<file path="src/common/dual_counter_pkg.sv">
package dual_counter_pkg;

  // ----------------------------------------------------------------------
  // Widths and timing
  // ----------------------------------------------------------------------
  localparam int CNT_W          = 32;
  localparam int SRC_W          = 5;
  localparam int NUM_SRC        = 19;
  localparam int NUM_CNT        = 2;
  localparam int IRQ_W          = 4;
  localparam int CLK_PERIOD_NS  = 20;
  localparam int TICK_PERIOD_NS = 1000;
  localparam int TICK_CYCLES    = TICK_PERIOD_NS / CLK_PERIOD_NS;

  // ----------------------------------------------------------------------
  // Event source codes
  // ----------------------------------------------------------------------
  localparam logic [SRC_W-1:0] SRC_OFF          = 5'h00;
  localparam logic [SRC_W-1:0] SRC_TICK         = 5'h01;
  localparam logic [SRC_W-1:0] SRC_LINE_BASE    = 5'h02;
  localparam logic [SRC_W-1:0] SRC_SWOUT_BASE   = 5'h06;
  localparam logic [SRC_W-1:0] SRC_BEGIN_BASE   = 5'h0a;
  localparam logic [SRC_W-1:0] SRC_FINISH_BASE  = 5'h0c;
  localparam logic [SRC_W-1:0] SRC_LOGIC_BASE   = 5'h0e;
  localparam logic [SRC_W-1:0] SRC_INTEG_BEGIN  = 5'h10;
  localparam logic [SRC_W-1:0] SRC_INTEG_FINISH = 5'h11;
  localparam logic [SRC_W-1:0] SRC_AWAIT_TRIG   = 5'h12;

  typedef enum logic [2:0] {
    QUAL_LEVEL_LOW  = 3'h0,
    QUAL_LEVEL_HIGH = 3'h1,
    QUAL_FALLING    = 3'h2,
    QUAL_RISING     = 3'h3,
    QUAL_ANY_EDGE   = 3'h4
  } qual_t;

  typedef enum logic [4:0] {
    ST_IDLE      = 5'h01,
    ST_TRIG_WAIT = 5'h02,
    ST_ACTIVE    = 5'h04,
    ST_COMPLETED = 5'h08,
    ST_OVERFLOW  = 5'h10
  } count_state_t;

  typedef struct packed {
    logic [SRC_W-1:0] count_source_select;
    qual_t            count_source_qualifier;
    logic [CNT_W-1:0] start_delay_count;
    logic [CNT_W-1:0] end_duration_count;
    logic [SRC_W-1:0] start_trigger_select;
    qual_t            start_trigger_qualifier;
    logic [SRC_W-1:0] reset_source_select;
    qual_t            reset_source_qualifier;
  } cfg_t;

  typedef struct packed {
    logic [CNT_W-1:0] live_count;
    logic [CNT_W-1:0] captured_count_on_reset;
    count_state_t     count_state;
    logic             begin_evt;
    logic             finish_evt;
  } stat_t;

  // ----------------------------------------------------------------------
  // Register map
  // ----------------------------------------------------------------------
  localparam logic [7:0] ADDR_SELECT   = 8'h00;
  localparam logic [7:0] ADDR_CNT_SRC  = 8'h04;
  localparam logic [7:0] ADDR_CNT_QUAL = 8'h08;
  localparam logic [7:0] ADDR_DELAY    = 8'h0c;
  localparam logic [7:0] ADDR_DURATION = 8'h10;
  localparam logic [7:0] ADDR_TRG_SRC  = 8'h14;
  localparam logic [7:0] ADDR_TRG_QUAL = 8'h18;
  localparam logic [7:0] ADDR_RST_SRC  = 8'h1c;
  localparam logic [7:0] ADDR_RST_QUAL = 8'h20;
  localparam logic [7:0] ADDR_LIVE     = 8'h24;
  localparam logic [7:0] ADDR_CAPTURED = 8'h28;
  localparam logic [7:0] ADDR_STATE    = 8'h2c;
  localparam logic [7:0] ADDR_IRQ_STAT = 8'h30;
  localparam logic [7:0] ADDR_IRQ_MASK = 8'h34;

  localparam logic [1:0] RESP_OKAY   = 2'b00;
  localparam logic [1:0] RESP_SLVERR = 2'b10;

  // Decides whether the selected source qualifies in this cycle.
  function automatic logic qualify(input logic [NUM_SRC-1:0] cur, input logic [NUM_SRC-1:0] prev,
                                   input logic [SRC_W-1:0] sel, input qual_t q);
    logic c;
    logic p;
    c = 1'b0;
    p = 1'b0;
    if (sel != SRC_OFF && sel < SRC_W'(NUM_SRC)) begin
      c = cur[sel];
      p = prev[sel];
    end
    case (q)
      QUAL_LEVEL_LOW:  qualify = (sel != SRC_OFF) && (sel < SRC_W'(NUM_SRC)) && !c;
      QUAL_LEVEL_HIGH: qualify = c;
      QUAL_FALLING:    qualify = p && !c;
      QUAL_RISING:     qualify = c && !p;
      QUAL_ANY_EDGE:   qualify = c ^ p;
      default:         qualify = 1'b0;
    endcase
  endfunction

endpackage

</file>
<file path="src/hw/tick_divider.sv">
`timescale 1ns/1ps
module tick_divider
  import dual_counter_pkg::*;
(
  // Clock and reset
  input  wire logic clk_sys_i,
  input  wire logic rst_i,
  // Tick
  output logic      tick_o
);

  localparam logic [7:0] TICK_LAST = 8'(TICK_CYCLES - 1);

  logic [7:0] div_q;
  logic [7:0] div_d;
  logic       tick_q;
  logic       tick_d;

  always_comb begin
    tick_d = (div_q == TICK_LAST);
    div_d  = tick_d ? '0 : div_q + 8'h01;
  end

  always_ff @(posedge clk_sys_i or posedge rst_i) begin
    if (rst_i) begin
      div_q  <= '0;
      tick_q <= 1'b0;
    end else begin
      div_q  <= div_d;
      tick_q <= tick_d;
    end
  end

  assign tick_o = tick_q;

endmodule

</file>
<file path="src/hw/counter_unit.sv">
`timescale 1ns/1ps
module counter_unit
  import dual_counter_pkg::*;
(
  // Clock and reset
  input  wire logic               clk_sys_i,
  input  wire logic               rst_i,
  // Configuration and sources
  input  wire cfg_t               cfg_i,
  input  wire logic [NUM_SRC-1:0] src_i,
  input  wire logic [NUM_SRC-1:0] src_prev_i,
  // Status
  output stat_t                   stat_o
);

  count_state_t     state_q, state_d;
  logic [CNT_W-1:0] count_q, count_d;
  logic [CNT_W-1:0] capt_q, capt_d;
  logic             dur_phase_q, dur_phase_d;
  logic             begin_q, begin_d;
  logic             finish_q, finish_d;
  logic             cnt_ev, trg_ev, rst_ev, src_off;

  always_comb begin
    cnt_ev      = qualify(src_i, src_prev_i, cfg_i.count_source_select, cfg_i.count_source_qualifier);
    trg_ev      = qualify(src_i, src_prev_i, cfg_i.start_trigger_select, cfg_i.start_trigger_qualifier);
    rst_ev      = qualify(src_i, src_prev_i, cfg_i.reset_source_select, cfg_i.reset_source_qualifier);
    src_off     = (cfg_i.count_source_select == SRC_OFF);
    state_d     = state_q;
    count_d     = count_q;
    capt_d      = capt_q;
    dur_phase_d = dur_phase_q;
    begin_d     = 1'b0;
    finish_d    = 1'b0;
    if (src_off) begin
      state_d = ST_IDLE;
    end else if (rst_ev && state_q != ST_IDLE) begin
      capt_d      = count_q;
      count_d     = '0;
      dur_phase_d = 1'b0;
      state_d     = ST_ACTIVE;
    end else begin
      case (state_q)
        ST_IDLE: begin
          count_d     = '0;
          dur_phase_d = 1'b0;
          state_d     = (cfg_i.start_trigger_select != SRC_OFF) ? ST_TRIG_WAIT : ST_ACTIVE;
        end
        ST_TRIG_WAIT, ST_COMPLETED: begin
          if (trg_ev) begin
            count_d     = '0;
            dur_phase_d = 1'b0;
            state_d     = ST_ACTIVE;
          end
        end
        ST_ACTIVE: begin
          if (!dur_phase_q && count_q == cfg_i.start_delay_count) begin
            begin_d     = 1'b1;
            dur_phase_d = 1'b1;
            count_d     = '0;
          end else if (dur_phase_q && count_q == cfg_i.end_duration_count) begin
            finish_d = 1'b1;
            state_d  = ST_COMPLETED;
          end else if (cnt_ev) begin
            if (&count_q) begin
              state_d = ST_OVERFLOW;
            end else begin
              count_d = count_q + 1'b1;
            end
          end
        end
        ST_OVERFLOW: begin
          if (trg_ev) begin
            count_d     = '0;
            dur_phase_d = 1'b0;
            state_d     = ST_ACTIVE;
          end
        end
        default: state_d = ST_IDLE;
      endcase
    end
  end

  always_ff @(posedge clk_sys_i or posedge rst_i) begin
    if (rst_i) begin
      state_q     <= ST_IDLE;
      count_q     <= '0;
      capt_q      <= '0;
      dur_phase_q <= 1'b0;
      begin_q     <= 1'b0;
      finish_q    <= 1'b0;
    end else begin
      state_q     <= state_d;
      count_q     <= count_d;
      capt_q      <= capt_d;
      dur_phase_q <= dur_phase_d;
      begin_q     <= begin_d;
      finish_q    <= finish_d;
    end
  end

  assign stat_o = '{live_count: count_q, captured_count_on_reset: capt_q, count_state: state_q,
                    begin_evt: begin_q, finish_evt: finish_q};

endmodule

</file>
<file path="src/hw/dual_event_counter_timer.sv">
// The AXI4-Lite register port and the placing of the registers were decided locally.
`timescale 1ns/1ps
module dual_event_counter_timer
  import dual_counter_pkg::*;
(
  // Clock and reset
  input  wire logic        clk_sys_i,
  input  wire logic        rst_i,
  // AXI4-Lite write address
  input  wire logic [7:0]  s_axi_awaddr_i,
  input  wire logic        s_axi_awvalid_i,
  output logic             s_axi_awready_o,
  // AXI4-Lite write data
  input  wire logic [31:0] s_axi_wdata_i,
  input  wire logic [3:0]  s_axi_wstrb_i,
  input  wire logic        s_axi_wvalid_i,
  output logic             s_axi_wready_o,
  // AXI4-Lite write response
  output logic [1:0]       s_axi_bresp_o,
  output logic             s_axi_bvalid_o,
  input  wire logic        s_axi_bready_i,
  // AXI4-Lite read address
  input  wire logic [7:0]  s_axi_araddr_i,
  input  wire logic        s_axi_arvalid_i,
  output logic             s_axi_arready_o,
  // AXI4-Lite read data
  output logic [31:0]      s_axi_rdata_o,
  output logic [1:0]       s_axi_rresp_o,
  output logic             s_axi_rvalid_o,
  input  wire logic        s_axi_rready_i,
  // Event sources
  input  wire logic [3:0]  input_line_i,
  input  wire logic [3:0]  software_output_i,
  input  wire logic [1:0]  logic_unit_output_i,
  input  wire logic        sensor_integration_begin_i,
  input  wire logic        sensor_integration_finish_i,
  input  wire logic        awaiting_frame_trigger_i,
  // Counter events and interrupt
  output logic [1:0]       count_begin_event_o,
  output logic [1:0]       count_finish_event_o,
  output logic             irq_o
);

  // ----------------------------------------------------------------------
  // Declarations
  // ----------------------------------------------------------------------
  cfg_t               cfg_q [NUM_CNT];
  cfg_t               cfg_d [NUM_CNT];
  stat_t              stat [NUM_CNT];
  logic               sel_q, sel_d;
  logic [IRQ_W-1:0]   irq_stat_q, irq_stat_d;
  logic [IRQ_W-1:0]   irq_mask_q, irq_mask_d;
  logic [IRQ_W-1:0]   irq_set;
  logic               aw_have_q, aw_have_d;
  logic               w_have_q, w_have_d;
  logic [7:0]         awaddr_q, awaddr_d;
  logic [31:0]        wdata_q, wdata_d;
  logic [3:0]         wstrb_q, wstrb_d;
  logic               bvalid_q, bvalid_d;
  logic [1:0]         bresp_q, bresp_d;
  logic               rvalid_q, rvalid_d;
  logic [1:0]         rresp_q, rresp_d;
  logic [31:0]        rdata_q, rdata_d;
  logic               do_write, do_read;
  logic               tick;
  logic [NUM_SRC-1:0] src_vec, src_prev_q;
  logic [1:0]         begin_vec, finish_vec;

  // Merges byte lanes of a write into an existing register view.
  function automatic logic [31:0] wmerge(input logic [31:0] old, input logic [31:0] data,
                                         input logic [3:0] strb);
    logic [31:0] res;
    res = old;
    for (int b = 0; b < 4; b++) begin
      if (strb[b]) begin
        res[b*8 +: 8] = data[b*8 +: 8];
      end
    end
    return res;
  endfunction

  // Reports whether an address hits a mapped register.
  function automatic logic addr_hit(input logic [7:0] a);
    case (a)
      ADDR_SELECT, ADDR_CNT_SRC, ADDR_CNT_QUAL, ADDR_DELAY, ADDR_DURATION, ADDR_TRG_SRC, ADDR_TRG_QUAL,
      ADDR_RST_SRC, ADDR_RST_QUAL, ADDR_LIVE, ADDR_CAPTURED, ADDR_STATE, ADDR_IRQ_STAT,
      ADDR_IRQ_MASK: addr_hit = 1'b1;
      default:       addr_hit = 1'b0;
    endcase
  endfunction

  // ----------------------------------------------------------------------
  // Sources and counters
  // ----------------------------------------------------------------------
  tick_divider u_tick (
    .clk_sys_i (clk_sys_i),
    .rst_i     (rst_i),
    .tick_o    (tick)
  );

  assign src_vec = {awaiting_frame_trigger_i, sensor_integration_finish_i, sensor_integration_begin_i,
                    logic_unit_output_i, finish_vec, begin_vec, software_output_i, input_line_i,
                    tick, 1'b0};

  always_ff @(posedge clk_sys_i or posedge rst_i) begin
    if (rst_i) begin
      src_prev_q <= '0;
    end else begin
      src_prev_q <= src_vec;
    end
  end

  generate
    for (genvar i = 0; i < NUM_CNT; i++) begin : g_cnt
      counter_unit u_cnt (
        .clk_sys_i  (clk_sys_i),
        .rst_i      (rst_i),
        .cfg_i      (cfg_q[i]),
        .src_i      (src_vec),
        .src_prev_i (src_prev_q),
        .stat_o     (stat[i])
      );
      assign begin_vec[i]  = stat[i].begin_evt;
      assign finish_vec[i] = stat[i].finish_evt;
    end
  endgenerate

  assign count_begin_event_o  = begin_vec;
  assign count_finish_event_o = finish_vec;

  // ----------------------------------------------------------------------
  // Bus slave and register file
  // ----------------------------------------------------------------------
  assign s_axi_awready_o = !aw_have_q && !bvalid_q;
  assign s_axi_wready_o  = !w_have_q && !bvalid_q;
  assign s_axi_arready_o = !rvalid_q;
  assign do_write        = aw_have_q && w_have_q && !bvalid_q;
  assign do_read         = s_axi_arvalid_i && !rvalid_q;
  assign irq_set         = {finish_vec, begin_vec};

  always_comb begin
    logic [31:0] v;
    v          = '0;
    aw_have_d  = aw_have_q;
    w_have_d   = w_have_q;
    awaddr_d   = awaddr_q;
    wdata_d    = wdata_q;
    wstrb_d    = wstrb_q;
    bvalid_d   = bvalid_q;
    bresp_d    = bresp_q;
    rvalid_d   = rvalid_q;
    rresp_d    = rresp_q;
    rdata_d    = rdata_q;
    sel_d      = sel_q;
    cfg_d      = cfg_q;
    irq_mask_d = irq_mask_q;
    irq_stat_d = irq_stat_q;
    if (s_axi_awvalid_i && s_axi_awready_o) begin
      aw_have_d = 1'b1;
      awaddr_d  = s_axi_awaddr_i;
    end
    if (s_axi_wvalid_i && s_axi_wready_o) begin
      w_have_d = 1'b1;
      wdata_d  = s_axi_wdata_i;
      wstrb_d  = s_axi_wstrb_i;
    end
    if (do_write) begin
      aw_have_d = 1'b0;
      w_have_d  = 1'b0;
      bvalid_d  = 1'b1;
      bresp_d   = addr_hit(awaddr_q) ? RESP_OKAY : RESP_SLVERR;
      case (awaddr_q)
        ADDR_SELECT: begin
          v     = wmerge({31'h0, sel_q}, wdata_q, wstrb_q);
          sel_d = v[0];
        end
        ADDR_CNT_SRC: begin
          v = wmerge(32'(cfg_q[sel_q].count_source_select), wdata_q, wstrb_q);
          cfg_d[sel_q].count_source_select = v[SRC_W-1:0];
        end
        ADDR_CNT_QUAL: begin
          v = wmerge(32'(cfg_q[sel_q].count_source_qualifier), wdata_q, wstrb_q);
          cfg_d[sel_q].count_source_qualifier = qual_t'(v[2:0]);
        end
        ADDR_DELAY: begin
          cfg_d[sel_q].start_delay_count = wmerge(cfg_q[sel_q].start_delay_count, wdata_q, wstrb_q);
        end
        ADDR_DURATION: begin
          cfg_d[sel_q].end_duration_count = wmerge(cfg_q[sel_q].end_duration_count, wdata_q, wstrb_q);
        end
        ADDR_TRG_SRC: begin
          v = wmerge(32'(cfg_q[sel_q].start_trigger_select), wdata_q, wstrb_q);
          cfg_d[sel_q].start_trigger_select = v[SRC_W-1:0];
          if (v[SRC_W-1:0] != SRC_OFF) begin
            cfg_d[sel_q].reset_source_select = SRC_OFF;
          end
        end
        ADDR_TRG_QUAL: begin
          v = wmerge(32'(cfg_q[sel_q].start_trigger_qualifier), wdata_q, wstrb_q);
          cfg_d[sel_q].start_trigger_qualifier = qual_t'(v[2:0]);
        end
        ADDR_RST_SRC: begin
          v = wmerge(32'(cfg_q[sel_q].reset_source_select), wdata_q, wstrb_q);
          cfg_d[sel_q].reset_source_select = v[SRC_W-1:0];
          if (v[SRC_W-1:0] != SRC_OFF) begin
            cfg_d[sel_q].start_trigger_select = SRC_OFF;
          end
        end
        ADDR_RST_QUAL: begin
          v = wmerge(32'(cfg_q[sel_q].reset_source_qualifier), wdata_q, wstrb_q);
          cfg_d[sel_q].reset_source_qualifier = qual_t'(v[2:0]);
        end
        ADDR_IRQ_MASK: begin
          v          = wmerge(32'(irq_mask_q), wdata_q, wstrb_q);
          irq_mask_d = v[IRQ_W-1:0];
        end
        default: begin
          v = '0;
        end
      endcase
    end
    if (bvalid_q && s_axi_bready_i) begin
      bvalid_d = 1'b0;
    end
    if (do_read) begin
      rvalid_d = 1'b1;
      rresp_d  = addr_hit(s_axi_araddr_i) ? RESP_OKAY : RESP_SLVERR;
      case (s_axi_araddr_i)
        ADDR_SELECT:   rdata_d = 32'(sel_q);
        ADDR_CNT_SRC:  rdata_d = 32'(cfg_q[sel_q].count_source_select);
        ADDR_CNT_QUAL: rdata_d = 32'(cfg_q[sel_q].count_source_qualifier);
        ADDR_DELAY:    rdata_d = cfg_q[sel_q].start_delay_count;
        ADDR_DURATION: rdata_d = cfg_q[sel_q].end_duration_count;
        ADDR_TRG_SRC:  rdata_d = 32'(cfg_q[sel_q].start_trigger_select);
        ADDR_TRG_QUAL: rdata_d = 32'(cfg_q[sel_q].start_trigger_qualifier);
        ADDR_RST_SRC:  rdata_d = 32'(cfg_q[sel_q].reset_source_select);
        ADDR_RST_QUAL: rdata_d = 32'(cfg_q[sel_q].reset_source_qualifier);
        ADDR_LIVE:     rdata_d = stat[sel_q].live_count;
        ADDR_CAPTURED: rdata_d = stat[sel_q].captured_count_on_reset;
        ADDR_STATE:    rdata_d = 32'(stat[sel_q].count_state);
        ADDR_IRQ_STAT: rdata_d = 32'(irq_stat_q);
        ADDR_IRQ_MASK: rdata_d = 32'(irq_mask_q);
        default:       rdata_d = '0;
      endcase
      if (s_axi_araddr_i == ADDR_IRQ_STAT) begin
        irq_stat_d = '0;
      end
    end
    if (rvalid_q && s_axi_rready_i) begin
      rvalid_d = 1'b0;
    end
    irq_stat_d = irq_stat_d | irq_set;
  end

  always_ff @(posedge clk_sys_i or posedge rst_i) begin
    if (rst_i) begin
      aw_have_q  <= 1'b0;
      w_have_q   <= 1'b0;
      awaddr_q   <= '0;
      wdata_q    <= '0;
      wstrb_q    <= '0;
      bvalid_q   <= 1'b0;
      bresp_q    <= RESP_OKAY;
      rvalid_q   <= 1'b0;
      rresp_q    <= RESP_OKAY;
      rdata_q    <= '0;
      sel_q      <= 1'b0;
      cfg_q      <= '{default: '0};
      irq_mask_q <= '0;
      irq_stat_q <= '0;
    end else begin
      aw_have_q  <= aw_have_d;
      w_have_q   <= w_have_d;
      awaddr_q   <= awaddr_d;
      wdata_q    <= wdata_d;
      wstrb_q    <= wstrb_d;
      bvalid_q   <= bvalid_d;
      bresp_q    <= bresp_d;
      rvalid_q   <= rvalid_d;
      rresp_q    <= rresp_d;
      rdata_q    <= rdata_d;
      sel_q      <= sel_d;
      cfg_q      <= cfg_d;
      irq_mask_q <= irq_mask_d;
      irq_stat_q <= irq_stat_d;
    end
  end

  assign s_axi_bvalid_o = bvalid_q;
  assign s_axi_bresp_o  = bresp_q;
  assign s_axi_rvalid_o = rvalid_q;
  assign s_axi_rresp_o  = rresp_q;
  assign s_axi_rdata_o  = rdata_q;
  assign irq_o          = |(irq_stat_q & irq_mask_q);

endmodule

</file>
<file path="config.mk">
export PLATFORM = sky130hd
export DESIGN_NAME = dual_event_counter_timer
export DESIGN_NICKNAME = d
export VERILOG_FILES = /design/src/common/dual_counter_pkg.sv /design/src/hw/tick_divider.sv /design/src/hw/counter_unit.sv /design/src/hw/dual_event_counter_timer.sv
export SDC_FILE = /design/constraint.sdc
export NUM_CORES = 2
export LEC_CHECK = 0
export BUFFER_PORTS_ARGS = -buffer_cell sky130_fd_sc_hd__buf_2
export CAP_MARGIN = 5
export CORE_ASPECT_RATIO = 0.5
export CORE_MARGIN = 2
export CORE_UTILIZATION = 30
export DETAILED_ROUTE_END_ITERATION = 10
export RECOVER_POWER = 50
export SLEW_MARGIN = 20
export SYNTH_ARGS = -nofsm -noshare
export SYNTH_HDL_FRONTEND = slang
export SYNTH_SLANG_ARGS = --single-unit
export TNS_END_PERCENT = 30
</file>
<file path="constraint.sdc">
create_clock -name clk_sys_i -period 18.5 [get_ports clk_sys_i]
set_input_delay 2.775 -clock clk_sys_i [delete_from_list [all_inputs] [get_ports clk_sys_i]]
set_output_delay 2.775 -clock clk_sys_i [all_outputs]
set_load 0.01 [all_outputs]
</file>
# [Yosys cells after proc, flatten, opt, wreduce, memory -nomap -nowiden]
# Memories as Yosys holds them, arrays and structs flattened.
# Cells that the tools add are included.
[op_classes] add_sub_neg=3 multipliers=0 n_div=0 magnitude_cmp=14 n_eq_ne=81 shift=0 muxes=195 bitwise_logic=11 reduce_logical=101
[op_table] cell="$bwmux 176" n=10
[op_table] cell="$pmux 176 s8" n=1
[op_table] cell="$demux 88 s1" n=8
[op_table] cell="$pmux 32 s14" n=1
[op_table] cell="$mux 32" n=12
[op_table] cell="$mux 176" n=2
[op_table] cell="$mux 88" n=4
[op_table] cell="$mux 71" n=3
[op_table] cell="$mux 8" n=26
[op_table] cell="$pmux 32 s3" n=2
[op_table] cell="$eq 32x32->1" n=4
[op_table] cell="$mux 5" n=23
[op_table] cell="$mux 83" n=1
[op_table] cell="$mux 80" n=1
[op_table] cell="$eq 8x6->1 const B" n=9
[op_table] cell="$add 32x1->32 const B" n=2
[op_table] cell="$eq 8x5->1 const B" n=8
[op_table] cell="$reduce_and 32->1" n=2
[op_table] cell="$bmux 1 s5" n=12
[op_table] cell="$mux 1" n=60
[op_table] cell="$mux 48" n=1
[op_table] cell="$logic_and 1x1->1" n=40
[op_table] cell="$reduce_bool 5->1" n=8
[op_table] cell="$eq 3x2->1 const B" n=12
[op_table] cell="45 further kinds" n=153
[totals] ff_bits=440 latch_bits=0 ram_bits=0 romBits=128 inputBits=72 out_inout_bits=46 elab_cells=451 memories=2
[mem_list] memory="(no name shown)" depth=64 width=1 read_ports=1 rd_ports_with_merged_regs=0 wr=0 line_no="dual_event_counter_timer.sv:84" source="case (a)"
[mem_list] memory="(no name shown)" depth=64 width=1 read_ports=1 rd_ports_with_merged_regs=0 wr=0 line_no="dual_event_counter_timer.sv:84"

# [Logic depth before layout (Yosys ltp)]
[logic_depth] ltp_word=12 ltp_mapped=18 depth_no_buf=13

# [Modules after synthesis]
# Synthesis repeated with hierarchy kept, for this count alone.
[unflattened] hier_cells=2558 area_unflattened_um2=25991.2
[by_module_without_submodules] mod="dual_event_counter_timer" n_inst=1 cells_each=1215 area_per_inst_um2=14013.4 seq_area_each_um2=7131.8
[by_module_without_submodules] mod="counter_unit" n_inst=2 cells_each=654 area_per_inst_um2=5785.5 seq_area_each_um2=1803.0
[by_module_without_submodules] mod="tick_divider" n_inst=1 cells_each=35 area_per_inst_um2=406.6 seq_area_each_um2=225.2

# [Worst setup path before layout]
# OpenSTA, ideal clock, no wires.
[synth_path] path_type="input-to-reg" startpoint="input input_line_i[1]" endpoint="register g_cnt[0].u_cnt.state_q[2]" setup_time_ps=125 t_arrival_ps=5392 required_time_ps=18375 setup_slack_ps=12983 path_stages=10 n_path_buf=0 path_cell_list="mux2_2 -> a221oi_1 -> o32a_1 -> nand2_1 -> ha_1 -> or4_1 -> o311a_1 -> o41a_1 -> a32oi_1 -> mux2_2"
[synth_via] elab_chain_cells=9 elab_cells_between_ends=35 cone_classes="eq/ne: 4; mux: 14; bitwise: 3; reduce/logical: 14"
[synth_lines] element="start, declared" line_no="dual_event_counter_timer.sv:32" source="input wire logic [3:0] input_line_i,"
[synth_lines] element="$bmux 1 s5" line_no="dual_counter_pkg.sv:93" source="c = cur[sel];"
[synth_lines] element="$mux 1 (not written as such)" line_no="dual_counter_pkg.sv:93"
[synth_lines] element="$mux 1" line_no="dual_counter_pkg.sv:92" source="if (sel != SRC_OFF && sel < SRC_W'(NUM_SRC)) begin"
[synth_lines] element="$logic_not 1->1" line_no="dual_counter_pkg.sv:97, dual_counter_pkg.sv:99"
[synth_lines] element="$logic_and 1x1->1, on equally long branches" line_no="dual_counter_pkg.sv:99, dual_counter_pkg.sv:97"
[synth_lines] element="$pmux 1 s5" line_no="dual_counter_pkg.sv:96" source="case (q)"
[synth_lines] element="$logic_and 1x1->1" line_no="counter_unit.sv:37" source="end else if (rst_ev && state_q != ST_IDLE) begin"
[synth_lines] element="$ne 5x1->1 (no line), or another cell as far along"
[synth_lines] element="$reduce_and 4->1 (no line) / $mux 5 (equally long branches)"
[synth_lines] element="end signal, assigned" line_no="counter_unit.sv:93" source="state_q <= state_d;"
[synth_lines] element="end, declared" line_no="counter_unit.sv:16" source="count_state_t state_q, state_d;"
# Several ways; a longest one is shown, not always the timed one. The select of a mux whose other input is x is not followed.
# A chain may end at the register's enable or synchronous reset.

==> impl_metrics.py <==
metrics = {
    "layout": {
        "fillers": 8554,
        "share_of_final_layout_standard_cells_stronger_than_drive_strength_1_pct": 21.5,
        "final_nets": 2553,
        "final_util_pct": 33.8,
        "layout-area-overhead-vs-synth_pct": 11.8,
    },
    "worst_setup_path": {
        "r2r_start": "sel_q",
        "cp_max_fo": 64,
        "worst_setup_path_startpoint": "sel_q",
        "cp.required_ns": 19.00,
        "rr_worst_depth": 4,
        "timing.critical_path.to_type": "flop",
        "critical_path_class": "reg -> reg",
        "cp_data_arrival_time_ns": 9.98,
        "setup.worst_path.start_class": "flop",
        "reg2reg_setup_slack_ns": 9.02,
    },
    "job": {
        "cap_violations": 7,
    },
    "placed_design": {
        "gp_congestion": 0.999,
        "dpl.hpwl_um": 63700,
        "port_buffers": 115,
    },
    "global_route": {
        "maximum_number_of_pins_on_one_net_before_global_route_repair": 162,
        "grt_pass1_wl_um": 132000,
        "globalRoute.totalOverflow": 0,
        "via_count_of_the_first_global_routing_pass": 20200,
        "grt_usage_pct": 19.9,
        "antenna_found_initial": 7,
    },
    "yosys": {
        "synth.top_cells.by_count": "sky130_fd_sc_hd__dfrtp_1, sky130_fd_sc_hd__mux2_2, sky130_fd_sc_hd__nand2_1, sky130_fd_sc_hd__clkbuf_1, sky130_fd_sc_hd__nor2_1",
        "post-synth-top-area-cell": "sky130_fd_sc_hd__dfrtp_1",
        "number_of_flops_mapped_to_enable_cells_by_yosys": 0,
        "synth_area_per_cell_um2": 10.2,
        "synth_top_cell_area_share_pct": 43.1,
        "asyncSetResetFlopFracSynth_pct": 100,
        "syn_inst": 2476,
        "ys_types": 86,
        "synth.cell_area_um2": 25300,
        "synth.yosys.seq_area_share_pct": 43.3,
        "yosysWarnings": 0,
        "dominantRegCellSynth": "sky130_fd_sc_hd__dfrtp_1",
        "synthMostInstantiatedCell": "sky130_fd_sc_hd__dfrtp_1",
        "post_synth_main_area_contributors": "sky130_fd_sc_hd__dfrtp_1, sky130_fd_sc_hd__mux2_2, sky130_fd_sc_hd__mux2i_1",
        "yosys_register_bits": 438,
    },
    "routing": {
        "routed_wl_um": 88300,
        "met3WireLength_um": 7490,
        "drt_drc_violations_left": 0,
        "route.top_layer_used": "met5",
        "detailroute.via_count": 21000,
        "route.detailed.wl_per_inst_um": 24.4,
        "antenna_left": 0,
        "route.layer.met1.wl_um": 37400,
        "1st_iter_drt_viols": 2376,
        "drt_first_pass_iters": 7,
        "wl_met2_um": 39100,
        "via_per_inst": 5.79,
    },
    "sta": {
        "fin_tns_setup_ns": 0,
        "hold_viol": 0,
        "final_period_demand_of_the_worst_path_ns": 9.48,
        "report.final.slew_viol_count": 322,
        "final_setup_violation_count": 0,
        "timing.fmax_mhz": 105,
        "maxSlewHeadroom_pct": -193,
        "finalClockSkew_ns": 0.0380,
        "grt_setup_unrepaired": "false",
        "final_critical_path_share_of_the_clock_period_pct": 51.3,
        "worst-slew-pin-transition_ns": 4.38,
    },
    "run_status": {
        "status": "complete, but fails checks",
        "failed_checks": "capacitance limit, slew limit",
    },
    "power_and_ir_drop": {
        "share_comb_of_total_power_pct": 21.0,
        "power_density_over_cell_area_nw_per_um2": 100,
        "clock_power_share_pct": 35.1,
        "power.net_switching_mw": 0.955,
        "power.ir.vdd_worst_uv": 57.9,
        "static-leakage-power_nw": 11.7,
        "power_report.internal_total_mw": 1.87,
        "power_switching_share_pct": 33.8,
        "power.sequential.fraction_pct": 43.9,
    },
    "clock_tree": {
        "post_cts_buffers": 0,
        "cts-root-buf": "sky130_fd_sc_hd__clkbuf_16",
        "cts_hold_repair.buffers": 0,
        "clk_pin_slew_worst_paths_ns": 0.06,
        "tritoncts": "yes",
        "clk-insertion-delay-late_ns": 0.62,
        "cts-buffers-inserted": 45,
        "clock_sinks": 438,
        "cts_repair_resize_count": 0,
        "clk_path_buf_depth": 3,
        "htreeDepth": 2,
    },
    "floorplan": {
        "initial_core_util_pct": 30.2,
        "core_um2": 83700,
        "floorplan.die_area_um2": 86800,
        "rows": 75,
        "die_h_um": 209,
        "io_pins": 118,
        "floorplan.die.width_um": 415,
    },
    "min_path": {
        "worstHoldPathType": "reg -> reg",
    },
}
-- worst max-delay path, cell delays in order, from the launching register on --
cell	delay [ns]
sky130_fd_sc_hd__dfrtp_1	1.15
sky130_fd_sc_hd__clkbuf_1	2.99
sky130_fd_sc_hd__clkbuf_1	2.84
sky130_fd_sc_hd__nand3_1	1.60
sky130_fd_sc_hd__mux2_2	0.64
-- layout make-up --
class	count	area [um^2]	area share, %
sequential	438	11000	38.7
inverter	57	215	0.761
tap	1116	1400	4.94
multi-input combinational	1782	13300	47.1
antenna	2	5.00	0.0177
clock inverter	16	277	0.977
clock buffer	66	1310	4.61
timing repair buffer	147	793	2.80
-- power groups by stage --
stage	Combinational [mW]	Sequential (mW)	Clock [mW]
6_report	0.595	1.24	0.993
3_3_place_gp	0.567	1.25	0
5_1_grt	0.640	1.26	1.05
3_5_place_dp	0.574	1.25	0
2_1_floorplan	0.450	1.14	0
4_1_cts	0.576	1.24	1.01
-- logic make-up after synthesis --
family / after synthesis / share of synthesized area, %
buffers and inverters: 257 / 4.15
other: 1 / 0.0148
xor gates and xnor gates: 136 / 4.71
DFF: 438 / 43.3
AOI/OAI and AO/OA: 493 / 13.5
muxes: 430 / 19.6
adders and majority gates: 10 / 0.495
and+or+nand+nor: 711 / 14.2
-- stage by stage --
step           std cells  instance area, um^2  power, mW  setup WS (ns)  hold WS (ns)
6_report            3624                28300       2.83           9.02         0.474
5_1_grt             3622                28300       2.94           8.69         0.504
4_1_cts             3622                28300       2.82          12.46         0.483
3_5_place_dp        3540                26800       1.83          11.85         0.468
3_3_place_gp        3540                26800       1.82          11.85         0.467
2_1_floorplan       2477                25300       1.59           3.53         0.433
-- cells in the final DEF (no fill, tap or decap), drive strengths merged, types with 8 or more instances in the layout --
master,Yosys,routed
nor4,39,39
nor4b,10,10
xor2,40,40
nor2b,17,17
buf,64,128
nand4,47,47
or3,10,10
dfrtp,436,436
and3,26,26
mux2i,119,119
o211ai,18,18
a21oi,50,50
or2,11,11
a31oi,44,44
a21o,14,14
inv,57,56
a22oi,13,13
nor2,131,131
a41oi,8,8
clkbuf,136,85
a22o,15,15
nand3,93,93
nand3b,12,12
xnor2,96,96
a2bb2oi,12,12
clkinv,0,9
nand2b,38,38
and2,12,12
mux2,288,288
nor3,47,47
mux4,23,23
a221oi,50,50
ha,10,10
o22ai,46,46
o221ai,10,10
nand2,186,186
o311a,8,8
or4,10,10
o21ai,123,123
-- worst min path at each step --
stage                            from                 to  depth (start not counted)
global route         s_axi_rdata_o[4]   s_axi_rdata_o[4]                          1
detailed placement  s_axi_rdata_o[31]  s_axi_rdata_o[31]                          2
floorplan               u_tick.tick_o      src_prev_q[1]                          0
CTS                 s_axi_rdata_o[31]  s_axi_rdata_o[31]                          2
global placement     s_axi_bresp_o[1]   s_axi_bresp_o[1]                          2
finish               s_axi_bresp_o[1]   s_axi_bresp_o[1]                          2
-- per-layer routing --
metal  vias up  GRT usage [%]
met5         -              0
met4         8           8.43
met3       220           4.01
met2       976           31.0
met1     10600           27.0
li1       9135              -
No activity file was read; power rests on OpenSTA's default activity.
